### src/accel_ctrl_pkg.sv
package accel_ctrl_pkg;

  localparam int unsigned ADDR_W = 8;
  localparam int unsigned DATA_W = 8;
  localparam int unsigned SAMPLE_W = 16;

  localparam logic [7:0] ADDR_DRDY_STATUS = 8'h1D;
  localparam logic [7:0] ADDR_RANGE = 8'h41;
  localparam logic [7:0] ADDR_PIN1_CFG = 8'h53;
  localparam logic [7:0] ADDR_PIN2_CFG = 8'h54;
  localparam logic [7:0] ADDR_ROUTING = 8'h58;
  localparam logic [7:0] ADDR_SELFTEST = 8'h6D;
  localparam logic [7:0] ADDR_PWR_SAVE = 8'h7C;
  localparam logic [7:0] ADDR_PWR_EN = 8'h7D;
  localparam logic [7:0] ADDR_SOFTRESET = 8'h7E;
  localparam logic [7:0] ADDR_IRQ_STATUS = 8'h80;
  localparam logic [7:0] ADDR_IRQ_MASK = 8'h81;

  localparam logic [7:0] RANGE_RST = 8'h01;
  localparam logic [7:0] RANGE_MASK = 8'h03;
  localparam logic [7:0] PIN_CFG_RST = 8'h00;
  localparam logic [7:0] PIN_CFG_MASK = 8'h1E;
  localparam logic [7:0] ROUTING_RST = 8'h00;
  localparam logic [7:0] ROUTING_MASK = 8'h44;
  localparam logic [7:0] SELFTEST_RST = 8'h00;
  localparam logic [7:0] SELFTEST_POS = 8'h0D;
  localparam logic [7:0] PWR_SAVE_RST = 8'h03;
  localparam logic [7:0] PWR_SAVE_ACTIVE = 8'h00;
  localparam logic [7:0] PWR_EN_RST = 8'h00;
  localparam logic [7:0] PWR_EN_ON = 8'h04;
  localparam logic [7:0] SOFTRESET_KEY = 8'hB6;
  localparam logic [7:0] IRQ_RST = 8'h00;

  localparam int unsigned PIN_IN_BIT = 4;
  localparam int unsigned PIN_OUT_BIT = 3;
  localparam int unsigned PIN_OD_BIT = 2;
  localparam int unsigned PIN_LVL_BIT = 1;
  localparam int unsigned ROUTE_P2_BIT = 6;
  localparam int unsigned ROUTE_P1_BIT = 2;
  localparam int unsigned DRDY_BIT = 7;
  localparam int unsigned IRQ_DRDY_BIT = 0;
  localparam int unsigned IRQ_SRST_BIT = 1;

  localparam int unsigned CLOCK_HZ = 20000000;
  localparam int unsigned SOFTRESET_US = 1000;
  localparam int unsigned SOFTRESET_CYCLES =
    (SOFTRESET_US * (CLOCK_HZ / 1000000));

  typedef struct packed {
    logic input_en;
    logic output_en;
    logic drive_sel;
    logic polarity;
  } pin_cfg_s;

  typedef struct packed {
    logic out;
    logic oe;
    logic in;
  } irq_pin_s;

  typedef enum logic [0:0] {
    SRST_IDLE = 1'b0,
    SRST_WAIT = 1'b1
  } srst_state_e;

endpackage

### src/accel_control_registers.sv
`timescale 1ns/1ps
module accel_control_registers #(
  parameter int unsigned SOFTRESET_CYCLES = accel_ctrl_pkg::SOFTRESET_CYCLES,
  parameter int unsigned SAMPLE_W         = accel_ctrl_pkg::SAMPLE_W,
  parameter logic [15:0] SELFTEST_OFFSET  = 16'h0400
) (
  input  wire logic                                clock,
  input  wire logic                                reset_n,
  input  wire logic [accel_ctrl_pkg::ADDR_W-1:0]   addr,
  input  wire logic [accel_ctrl_pkg::DATA_W-1:0]   wdata,
  input  wire logic                                wr_en,
  input  wire logic                                rd_en,
  output logic      [accel_ctrl_pkg::DATA_W-1:0]   rdata,
  input  wire logic                                sample_strobe,
  input  wire logic [SAMPLE_W-1:0]                 raw_sample,
  output logic                                     sample_valid,
  output logic      [SAMPLE_W-1:0]                 sample_out,
  output logic      [1:0]                          range_code,
  output logic                                     accel_active,
  output logic                                     selftest_on,
  input  wire logic                                irq_pin_one_in,
  output logic                                     irq_pin_one_out,
  output logic                                     irq_pin_one_oe,
  input  wire logic                                irq_pin_two_in,
  output logic                                     irq_pin_two_out,
  output logic                                     irq_pin_two_oe,
  output logic                                     pin_one_sense,
  output logic                                     pin_two_sense,
  output logic                                     irq
);

  //////////////////////////////////////////////////////////////////////////
  // registers

  logic [7:0] accel_range_sel_reg;
  logic [7:0] pin1_io_config_reg;
  logic [7:0] pin2_io_config_reg;
  logic [7:0] drdy_pin_routing_reg;
  logic [7:0] selftest_control_reg;
  logic [7:0] power_save_config_reg;
  logic [7:0] sensor_power_enable_reg;
  logic [7:0] irq_status_reg;
  logic [7:0] irq_mask_reg;
  logic       drdy_reg;
  logic       soft_clear;
  logic       srst_done;

  accel_ctrl_pkg::srst_state_e srst_state_reg;
  logic [31:0]                 srst_count_reg;

  function automatic logic is_wr(input logic [7:0] a, input logic [7:0] r);
    is_wr = wr_en && (a == r);
  endfunction

  function automatic accel_ctrl_pkg::pin_cfg_s
    pin_cfg(input logic [7:0] v);
    pin_cfg.input_en  = v[accel_ctrl_pkg::PIN_IN_BIT];
    pin_cfg.output_en = v[accel_ctrl_pkg::PIN_OUT_BIT];
    pin_cfg.drive_sel = v[accel_ctrl_pkg::PIN_OD_BIT];
    pin_cfg.polarity  = v[accel_ctrl_pkg::PIN_LVL_BIT];
  endfunction

  // soft reset clears the bank except irq_mask_reg and irq_status_reg on the edge where the delay expires, SOFTRESET_CYCLES after the key write
  assign soft_clear = (srst_state_reg == accel_ctrl_pkg::SRST_WAIT) &&
                      (srst_count_reg == 32'h00000000);

  always_ff @(posedge clock or negedge reset_n) begin
    if (!reset_n) begin
      accel_range_sel_reg <= accel_ctrl_pkg::RANGE_RST;
    end else if (soft_clear) begin
      accel_range_sel_reg <= accel_ctrl_pkg::RANGE_RST;
    end else if (is_wr(addr, accel_ctrl_pkg::ADDR_RANGE)) begin
      accel_range_sel_reg <= wdata & accel_ctrl_pkg::RANGE_MASK;
    end
  end

  always_ff @(posedge clock or negedge reset_n) begin
    if (!reset_n) begin
      pin1_io_config_reg <= accel_ctrl_pkg::PIN_CFG_RST;
      pin2_io_config_reg <= accel_ctrl_pkg::PIN_CFG_RST;
    end else if (soft_clear) begin
      pin1_io_config_reg <= accel_ctrl_pkg::PIN_CFG_RST;
      pin2_io_config_reg <= accel_ctrl_pkg::PIN_CFG_RST;
    end else begin
      if (is_wr(addr, accel_ctrl_pkg::ADDR_PIN1_CFG)) begin
        pin1_io_config_reg <= wdata & accel_ctrl_pkg::PIN_CFG_MASK;
      end
      if (is_wr(addr, accel_ctrl_pkg::ADDR_PIN2_CFG)) begin
        pin2_io_config_reg <= wdata & accel_ctrl_pkg::PIN_CFG_MASK;
      end
    end
  end

  always_ff @(posedge clock or negedge reset_n) begin
    if (!reset_n) begin
      drdy_pin_routing_reg <= accel_ctrl_pkg::ROUTING_RST;
    end else if (soft_clear) begin
      drdy_pin_routing_reg <= accel_ctrl_pkg::ROUTING_RST;
    end else if (is_wr(addr, accel_ctrl_pkg::ADDR_ROUTING)) begin
      drdy_pin_routing_reg <= wdata & accel_ctrl_pkg::ROUTING_MASK;
    end
  end

  // self-test stays on until software writes it off or a soft reset clears it
  always_ff @(posedge clock or negedge reset_n) begin
    if (!reset_n) begin
      selftest_control_reg <= accel_ctrl_pkg::SELFTEST_RST;
    end else if (soft_clear) begin
      selftest_control_reg <= accel_ctrl_pkg::SELFTEST_RST;
    end else if (is_wr(addr, accel_ctrl_pkg::ADDR_SELFTEST)) begin
      selftest_control_reg <= wdata;
    end
  end

  always_ff @(posedge clock or negedge reset_n) begin
    if (!reset_n) begin
      power_save_config_reg   <= accel_ctrl_pkg::PWR_SAVE_RST;
      sensor_power_enable_reg <= accel_ctrl_pkg::PWR_EN_RST;
    end else if (soft_clear) begin
      power_save_config_reg   <= accel_ctrl_pkg::PWR_SAVE_RST;
      sensor_power_enable_reg <= accel_ctrl_pkg::PWR_EN_RST;
    end else begin
      if (is_wr(addr, accel_ctrl_pkg::ADDR_PWR_SAVE)) begin
        power_save_config_reg <= wdata;
      end
      if (is_wr(addr, accel_ctrl_pkg::ADDR_PWR_EN)) begin
        sensor_power_enable_reg <= wdata;
      end
    end
  end

  //////////////////////////////////////////////////////////////////////////
  // soft reset timer

  always_ff @(posedge clock or negedge reset_n) begin
    if (!reset_n) begin
      srst_state_reg <= accel_ctrl_pkg::SRST_IDLE;
      srst_count_reg <= 32'h00000000;
    end else begin
      case (srst_state_reg)
        accel_ctrl_pkg::SRST_IDLE: begin
          if (is_wr(addr, accel_ctrl_pkg::ADDR_SOFTRESET) &&
              (wdata == accel_ctrl_pkg::SOFTRESET_KEY)) begin
            srst_state_reg <= accel_ctrl_pkg::SRST_WAIT;
            srst_count_reg <= SOFTRESET_CYCLES - 1;
          end
        end
        accel_ctrl_pkg::SRST_WAIT: begin
          if (srst_count_reg == 32'h00000000) begin
            srst_state_reg <= accel_ctrl_pkg::SRST_IDLE;
          end else begin
            srst_count_reg <= srst_count_reg - 32'h00000001;
          end
        end
        default: begin
          srst_state_reg <= accel_ctrl_pkg::SRST_IDLE;
        end
      endcase
    end
  end

  assign srst_done = soft_clear;

  //////////////////////////////////////////////////////////////////////////
  // acquisition

  // both controls must agree; host must power on after every reset
  assign accel_active =
    (power_save_config_reg == accel_ctrl_pkg::PWR_SAVE_ACTIVE) &&
    (sensor_power_enable_reg == accel_ctrl_pkg::PWR_EN_ON);
  assign selftest_on =
    (selftest_control_reg == accel_ctrl_pkg::SELFTEST_POS);
  assign range_code = accel_range_sel_reg[1:0];

  logic sample_take;
  assign sample_take = sample_strobe && accel_active;

  always_ff @(posedge clock or negedge reset_n) begin
    if (!reset_n) begin
      sample_out   <= '0;
      sample_valid <= 1'b0;
    end else begin
      sample_valid <= sample_take;
      if (sample_take) begin
        // wraps on overflow; offset is a fixed stimulus, not saturated
        sample_out <= selftest_on ?
          SAMPLE_W'(raw_sample + SAMPLE_W'(SELFTEST_OFFSET)) :
          raw_sample;
      end
    end
  end

  //////////////////////////////////////////////////////////////////////////
  // data-ready flag and interrupt status

  logic rd_drdy;
  logic rd_irq;
  assign rd_drdy = rd_en && (addr == accel_ctrl_pkg::ADDR_DRDY_STATUS);
  assign rd_irq  = rd_en && (addr == accel_ctrl_pkg::ADDR_IRQ_STATUS);

  // set wins over the read clear so no sample is lost
  always_ff @(posedge clock or negedge reset_n) begin
    if (!reset_n) begin
      drdy_reg <= 1'b0;
    end else if (sample_take) begin
      drdy_reg <= 1'b1;
    end else if (rd_drdy || soft_clear) begin
      drdy_reg <= 1'b0;
    end
  end

  logic [7:0] irq_events;
  always_comb begin
    irq_events = 8'h00;
    irq_events[accel_ctrl_pkg::IRQ_DRDY_BIT] = sample_take;
    irq_events[accel_ctrl_pkg::IRQ_SRST_BIT] = srst_done;
  end

  always_ff @(posedge clock or negedge reset_n) begin
    if (!reset_n) begin
      irq_status_reg <= accel_ctrl_pkg::IRQ_RST;
    end else if (rd_irq) begin
      irq_status_reg <= irq_events;
    end else begin
      irq_status_reg <= irq_status_reg | irq_events;
    end
  end

  always_ff @(posedge clock or negedge reset_n) begin
    if (!reset_n) begin
      irq_mask_reg <= accel_ctrl_pkg::IRQ_RST;
    end else if (is_wr(addr, accel_ctrl_pkg::ADDR_IRQ_MASK)) begin
      irq_mask_reg <= wdata;
    end
  end

  assign irq = |(irq_status_reg & irq_mask_reg);

  //////////////////////////////////////////////////////////////////////////
  // interrupt pins

  accel_ctrl_pkg::pin_cfg_s cfg1;
  accel_ctrl_pkg::pin_cfg_s cfg2;
  accel_ctrl_pkg::irq_pin_s pin1;
  accel_ctrl_pkg::irq_pin_s pin2;
  logic                     pend1;
  logic                     pend2;

  assign cfg1  = pin_cfg(pin1_io_config_reg);
  assign cfg2  = pin_cfg(pin2_io_config_reg);
  assign pend1 = drdy_reg &&
                 drdy_pin_routing_reg[accel_ctrl_pkg::ROUTE_P1_BIT];
  assign pend2 = drdy_reg &&
                 drdy_pin_routing_reg[accel_ctrl_pkg::ROUTE_P2_BIT];

  // open-drain only pulls to the active level; high-active od never drives
  always_comb begin
    pin1.in = irq_pin_one_in;
    pin1.out = (cfg1.output_en && pend1) ? cfg1.polarity
                                         : ~cfg1.polarity;
    pin1.oe = cfg1.output_en &&
              (!cfg1.drive_sel || (pend1 && !cfg1.polarity));
    pin2.in = irq_pin_two_in;
    pin2.out = (cfg2.output_en && pend2) ? cfg2.polarity
                                         : ~cfg2.polarity;
    pin2.oe = cfg2.output_en &&
              (!cfg2.drive_sel || (pend2 && !cfg2.polarity));
  end

  assign irq_pin_one_out = pin1.out;
  assign irq_pin_one_oe  = pin1.oe;
  assign irq_pin_two_out = pin2.out;
  assign irq_pin_two_oe  = pin2.oe;
  assign pin_one_sense   = cfg1.input_en && pin1.in;
  assign pin_two_sense   = cfg2.input_en && pin2.in;

  //////////////////////////////////////////////////////////////////////////
  // read port

  logic [7:0] rd_mux;
  always_comb begin
    rd_mux = 8'h00;
    case (addr)
      accel_ctrl_pkg::ADDR_DRDY_STATUS: begin
        rd_mux[accel_ctrl_pkg::DRDY_BIT] = drdy_reg;
      end
      accel_ctrl_pkg::ADDR_RANGE:      rd_mux = accel_range_sel_reg;
      accel_ctrl_pkg::ADDR_PIN1_CFG:   rd_mux = pin1_io_config_reg;
      accel_ctrl_pkg::ADDR_PIN2_CFG:   rd_mux = pin2_io_config_reg;
      accel_ctrl_pkg::ADDR_ROUTING:    rd_mux = drdy_pin_routing_reg;
      accel_ctrl_pkg::ADDR_SELFTEST:   rd_mux = selftest_control_reg;
      accel_ctrl_pkg::ADDR_PWR_SAVE:   rd_mux = power_save_config_reg;
      accel_ctrl_pkg::ADDR_PWR_EN:     rd_mux = sensor_power_enable_reg;
      accel_ctrl_pkg::ADDR_IRQ_STATUS: rd_mux = irq_status_reg;
      accel_ctrl_pkg::ADDR_IRQ_MASK:   rd_mux = irq_mask_reg;
      default:                         rd_mux = 8'h00;
    endcase
  end

  // write-only soft reset and unmapped addresses read as zero
  always_ff @(posedge clock or negedge reset_n) begin
    if (!reset_n) begin
      rdata <= 8'h00;
    end else if (rd_en) begin
      rdata <= rd_mux;
    end else begin
      rdata <= 8'h00;
    end
  end

endmodule

### config.mk
export PLATFORM = sky130hd
export DESIGN_NAME = accel_control_registers
export DESIGN_NICKNAME = d
export VERILOG_FILES = /design/src/accel_ctrl_pkg.sv /design/src/accel_control_registers.sv
export SDC_FILE = /design/constraint.sdc
export NUM_CORES = 1
export LEC_CHECK = 0
export BUFFER_PORTS_ARGS = -buffer_cell sky130_fd_sc_hd__buf_2
export CAP_MARGIN = 20
export CORE_ASPECT_RATIO = 0.9
export CORE_MARGIN = 2
export CORE_UTILIZATION = 46
export CTS_BUF_LIST = sky130_fd_sc_hd__clkbuf_16
export DETAILED_ROUTE_END_ITERATION = 12
export GPL_ROUTABILITY_DRIVEN = 0
export PLACE_DENSITY = 0.72
export SLEW_MARGIN = 15
export SYNTH_ARGS = -nofsm -noshare
export SYNTH_HDL_FRONTEND = slang
export SYNTH_SLANG_ARGS = --single-unit
### constraint.sdc
create_clock -name clock -period 3.1 [get_ports clock]
set_input_delay 0.62 -clock clock [delete_from_list [all_inputs] [get_ports clock]]
set_output_delay 0.62 -clock clock [all_outputs]
set_load 0.01 [all_outputs]
==> reports/results.txt <==
unrepaired setup endpoints after global routing -> false
final setup violation count -> 0
min cycle time layout -> 2.750 ns
PwrDens -> 489.5 mW/mm^2
ANT nets after route -> 0
hold_buf cts -> 0
num rows -> 37
Critical Path Fanout Max -> 26
largest net degree at the start of global routing -> 62
Async S/R FF share, synth -> 100.0%
clk_skew -> 0.006518 ns
die area -> 0.01266 mm^2
CTS Buf Count -> 9
Worst-Margin Slew -> 0.8185 ns
Seq cells post-synth -> 105
M1 wire length -> 6381 um
hpwl dp -> 9912 um
register area -> 0.002631 mm^2
fraction of layout cells with a size suffix above 1 -> 21.50%
pre-CTS WS -> 0.3896 ns
Worst Hold Class -> primary input to asynchronous set/reset pin
Root Buffer -> clkbuf_16
met2 wire length -> 6518 um
vias in the first global route -> 4,501
die height -> 106.9 um
area of the multi-input gates -> 0.002589 mm^2
IO Count -> 75
Req. time, crit path -> 3.32 ns
Remaining Overflow, GRT -> 0
Syn. warnings -> 0
CTS tree -> built
number of buffers inserted by port buffering -> 74
worst-skew pair later-pin latency -> 0.35 ns
Hold WS -> 0.2706 ns
Max Freq -> 363.6 MHz
Synth Flop Type -> dfrtp_1
Nets -> 664
post-route cell area -> 0.006246 mm^2
core area -> 0.01143 mm^2
Final period util -> 88.72%
ant diodes -> 0
DR WL/cell -> 18.05 um
Vias per Instance -> 5.989
DR iter-0 viols -> 403
Syn Nets -> 599
drt pass-1 iters -> 6
Worst Setup End Kind -> flop
Via Count -> 4,695
clk buf depth -> 2
max_slew headroom -> 45.30%
H-tree levels -> 3
Clock transition at path regs -> 0.07 ns
count of cell types in the netlist -> 66
Met3 Routed Length -> 1042 um
antenna violations before repair -> 0
first-pass GRT wire length -> 23,380 um
register area share after synthesis -> 48.59%
Peak VDD IR -> 0.4033 mV
status -> finished clean
initial core utilization -> 47.36%
Area Overhead vs Synth -> 15.34%
leakage -> 2.695 nW
syn avg cell area -> 9.705 um^2
Die Wd -> 118.4 um
Power Total -> 0.003057 W
filler instances -> 1,045
Placed Area -> 0.005936 mm^2
Worst Setup Start Kind -> flop
top routing layer in use -> met4
Syn Inst Count -> 558
maxcap violations -> 0
worst reg-to-reg path cell count -> 6
Post-synth EDFFs -> 0
wire length after detailed routing -> 14,160 um
clock sinks -> 105
worst setup margin -> 0.3496 ns
max FFs per register -> 32
setup TNS -> 0 ns
Critical Path AT -> 2.97 ns
drc violations -> 0
Resized cells post-CTS -> 0
Slew Viols, Final -> 0
WS Path Type -> flop to flop
postcts setup bufs -> 0
GRT Total Usage -> 23.49%
Netlist Area Pre-Place -> 0.005415 mm^2
Final Hold Vio Count -> 0
[synth_stat cells (3+ instances only)]
| library cell | n | share of area (%) |
|---|---|---|
| a31oi_1 | 6 | 0.69 |
| o21ai_0 | 17 | 1.6 |
| nand4bb_1 | 3 | 0.62 |
| dfrtp_1 | 102 | 47 |
| nand3b_1 | 4 | 0.55 |
| xor2_1 | 8 | 1.3 |
| and4_1 | 4 | 0.65 |
| o31ai_1 | 7 | 0.97 |
| nor3_1 | 12 | 1.1 |
| inv_1 | 6 | 0.42 |
| or2_2 | 4 | 0.46 |
| or4_1 | 12 | 1.7 |
| o21ai_1 | 5 | 0.46 |
| buf_2 | 3 | 0.28 |
| nor4_1 | 14 | 1.6 |
| buf_6 | 3 | 0.62 |
| mux2i_1 | 10 | 1.8 |
| nor2_1 | 17 | 1.2 |
| nand4_1 | 5 | 0.58 |
| and2_1 | 5 | 0.58 |
| dfstp_2 | 3 | 1.5 |
| xnor2_1 | 3 | 0.49 |
| a21oi_1 | 48 | 4.4 |
| and3_1 | 6 | 0.69 |
| nand2_1 | 75 | 5.2 |
| clkbuf_1 | 27 | 1.9 |
| a222oi_1 | 6 | 1.1 |
| mux2_2 | 18 | 3.7 |
| o21a_1 | 3 | 0.42 |
| or3_1 | 19 | 2.2 |
| nand2b_1 | 6 | 0.69 |
| a22oi_1 | 8 | 1.1 |
| nand3_1 | 42 | 3.9 |
[routing by layer]
layer	vias to the layer above	global-route usage (%)
met4	0	7.908
met2	202	36.33
li1	2208	-
met5	-	0
met3	18	5.160
met1	2267	32.96
[power breakdown]
part           switching (W)  total, W  internal [W]
Sequential         0.0000720   0.00154       0.00146
Clock               0.000507   0.00121      0.000701
Combinational       0.000178  0.000312      0.000134
[metrics by stage]
step                      util, %  cells
after floorplan                 -    558
after global placement      51.91    768
after detailed placement    51.91    768
after CTS                   54.62    784
after global routing        54.62    784
final                       54.62    784
[worst paths after layout]
check / start / endpoint / slack, ns
max: srst_count_reg[4] / srst_count_reg[25] / 0.35
min: reset_n / srst_count_reg[13] / 0.27
max reg2reg: srst_count_reg[4] / srst_count_reg[25] / 0.35
min reg2reg: sample_out[12] / sample_out[12] / 0.49
max in group asynchronous: reset_n / accel_range_sel_reg[0] / 2.06
min in group clock: sample_out[12] / sample_out[12] / 0.49
[kinds of logic after synthesis]
group           share of synthesized area [%]
simple gates                            24.54
compound gates                          15.16
flops                                   48.59
buf+inv                                 3.604
mux                                     5.869
xor+xnor                                1.779
fa+ha+maj                              0.4620
[critical path: stages, from the launching register on]
cell       delay [ns]
dfrtp_1          0.41
or4_4            0.59
or4_1            0.74
o31ai_4          0.30
buf_4            0.30
a2111oi_1        0.14
mux2i_1          0.15
[cells in the final DEF, fill, tap and decap left out, types with 3 or more instances in the layout]
| cell type | n |
|---|---|
| o31ai_1 | 7 |
| nand4bb_1 | 3 |
| xnor2_1 | 3 |
| or3_1 | 19 |
| mux2_2 | 18 |
| or2_2 | 4 |
| mux2i_1 | 10 |
| o21ai_0 | 17 |
| nor3_1 | 12 |
| or4_1 | 12 |
| and4_1 | 4 |
| a31oi_1 | 6 |
| dfstp_2 | 3 |
| nor4_1 | 14 |
| and3_1 | 6 |
| nand2b_1 | 6 |
| inv_1 | 7 |
| buf_2 | 73 |
| nand2_1 | 75 |
| nand4_1 | 5 |
| nand3_1 | 42 |
| xor2_1 | 8 |
| nor2_1 | 17 |
| dfrtp_1 | 102 |
| a21oi_1 | 48 |
| a222oi_1 | 6 |
| clkbuf_16 | 9 |
| a22oi_1 | 8 |
| o21a_1 | 3 |
| nand3b_1 | 4 |
| buf_4 | 15 |
| o21ai_1 | 5 |
| and2_1 | 5 |
[area by class of cell]
class | count | area share, %
Sequential cell | 105 | 42.13
Clock inverter | 7 | 1.362
Timing Repair Buffer | 89 | 7.973
Inverter | 6 | 0.3606
Multi-Input combinational cell | 412 | 41.45
Clock buffer | 9 | 3.606
Tap cell | 156 | 3.125
Power figures use the tool's default switching activity.
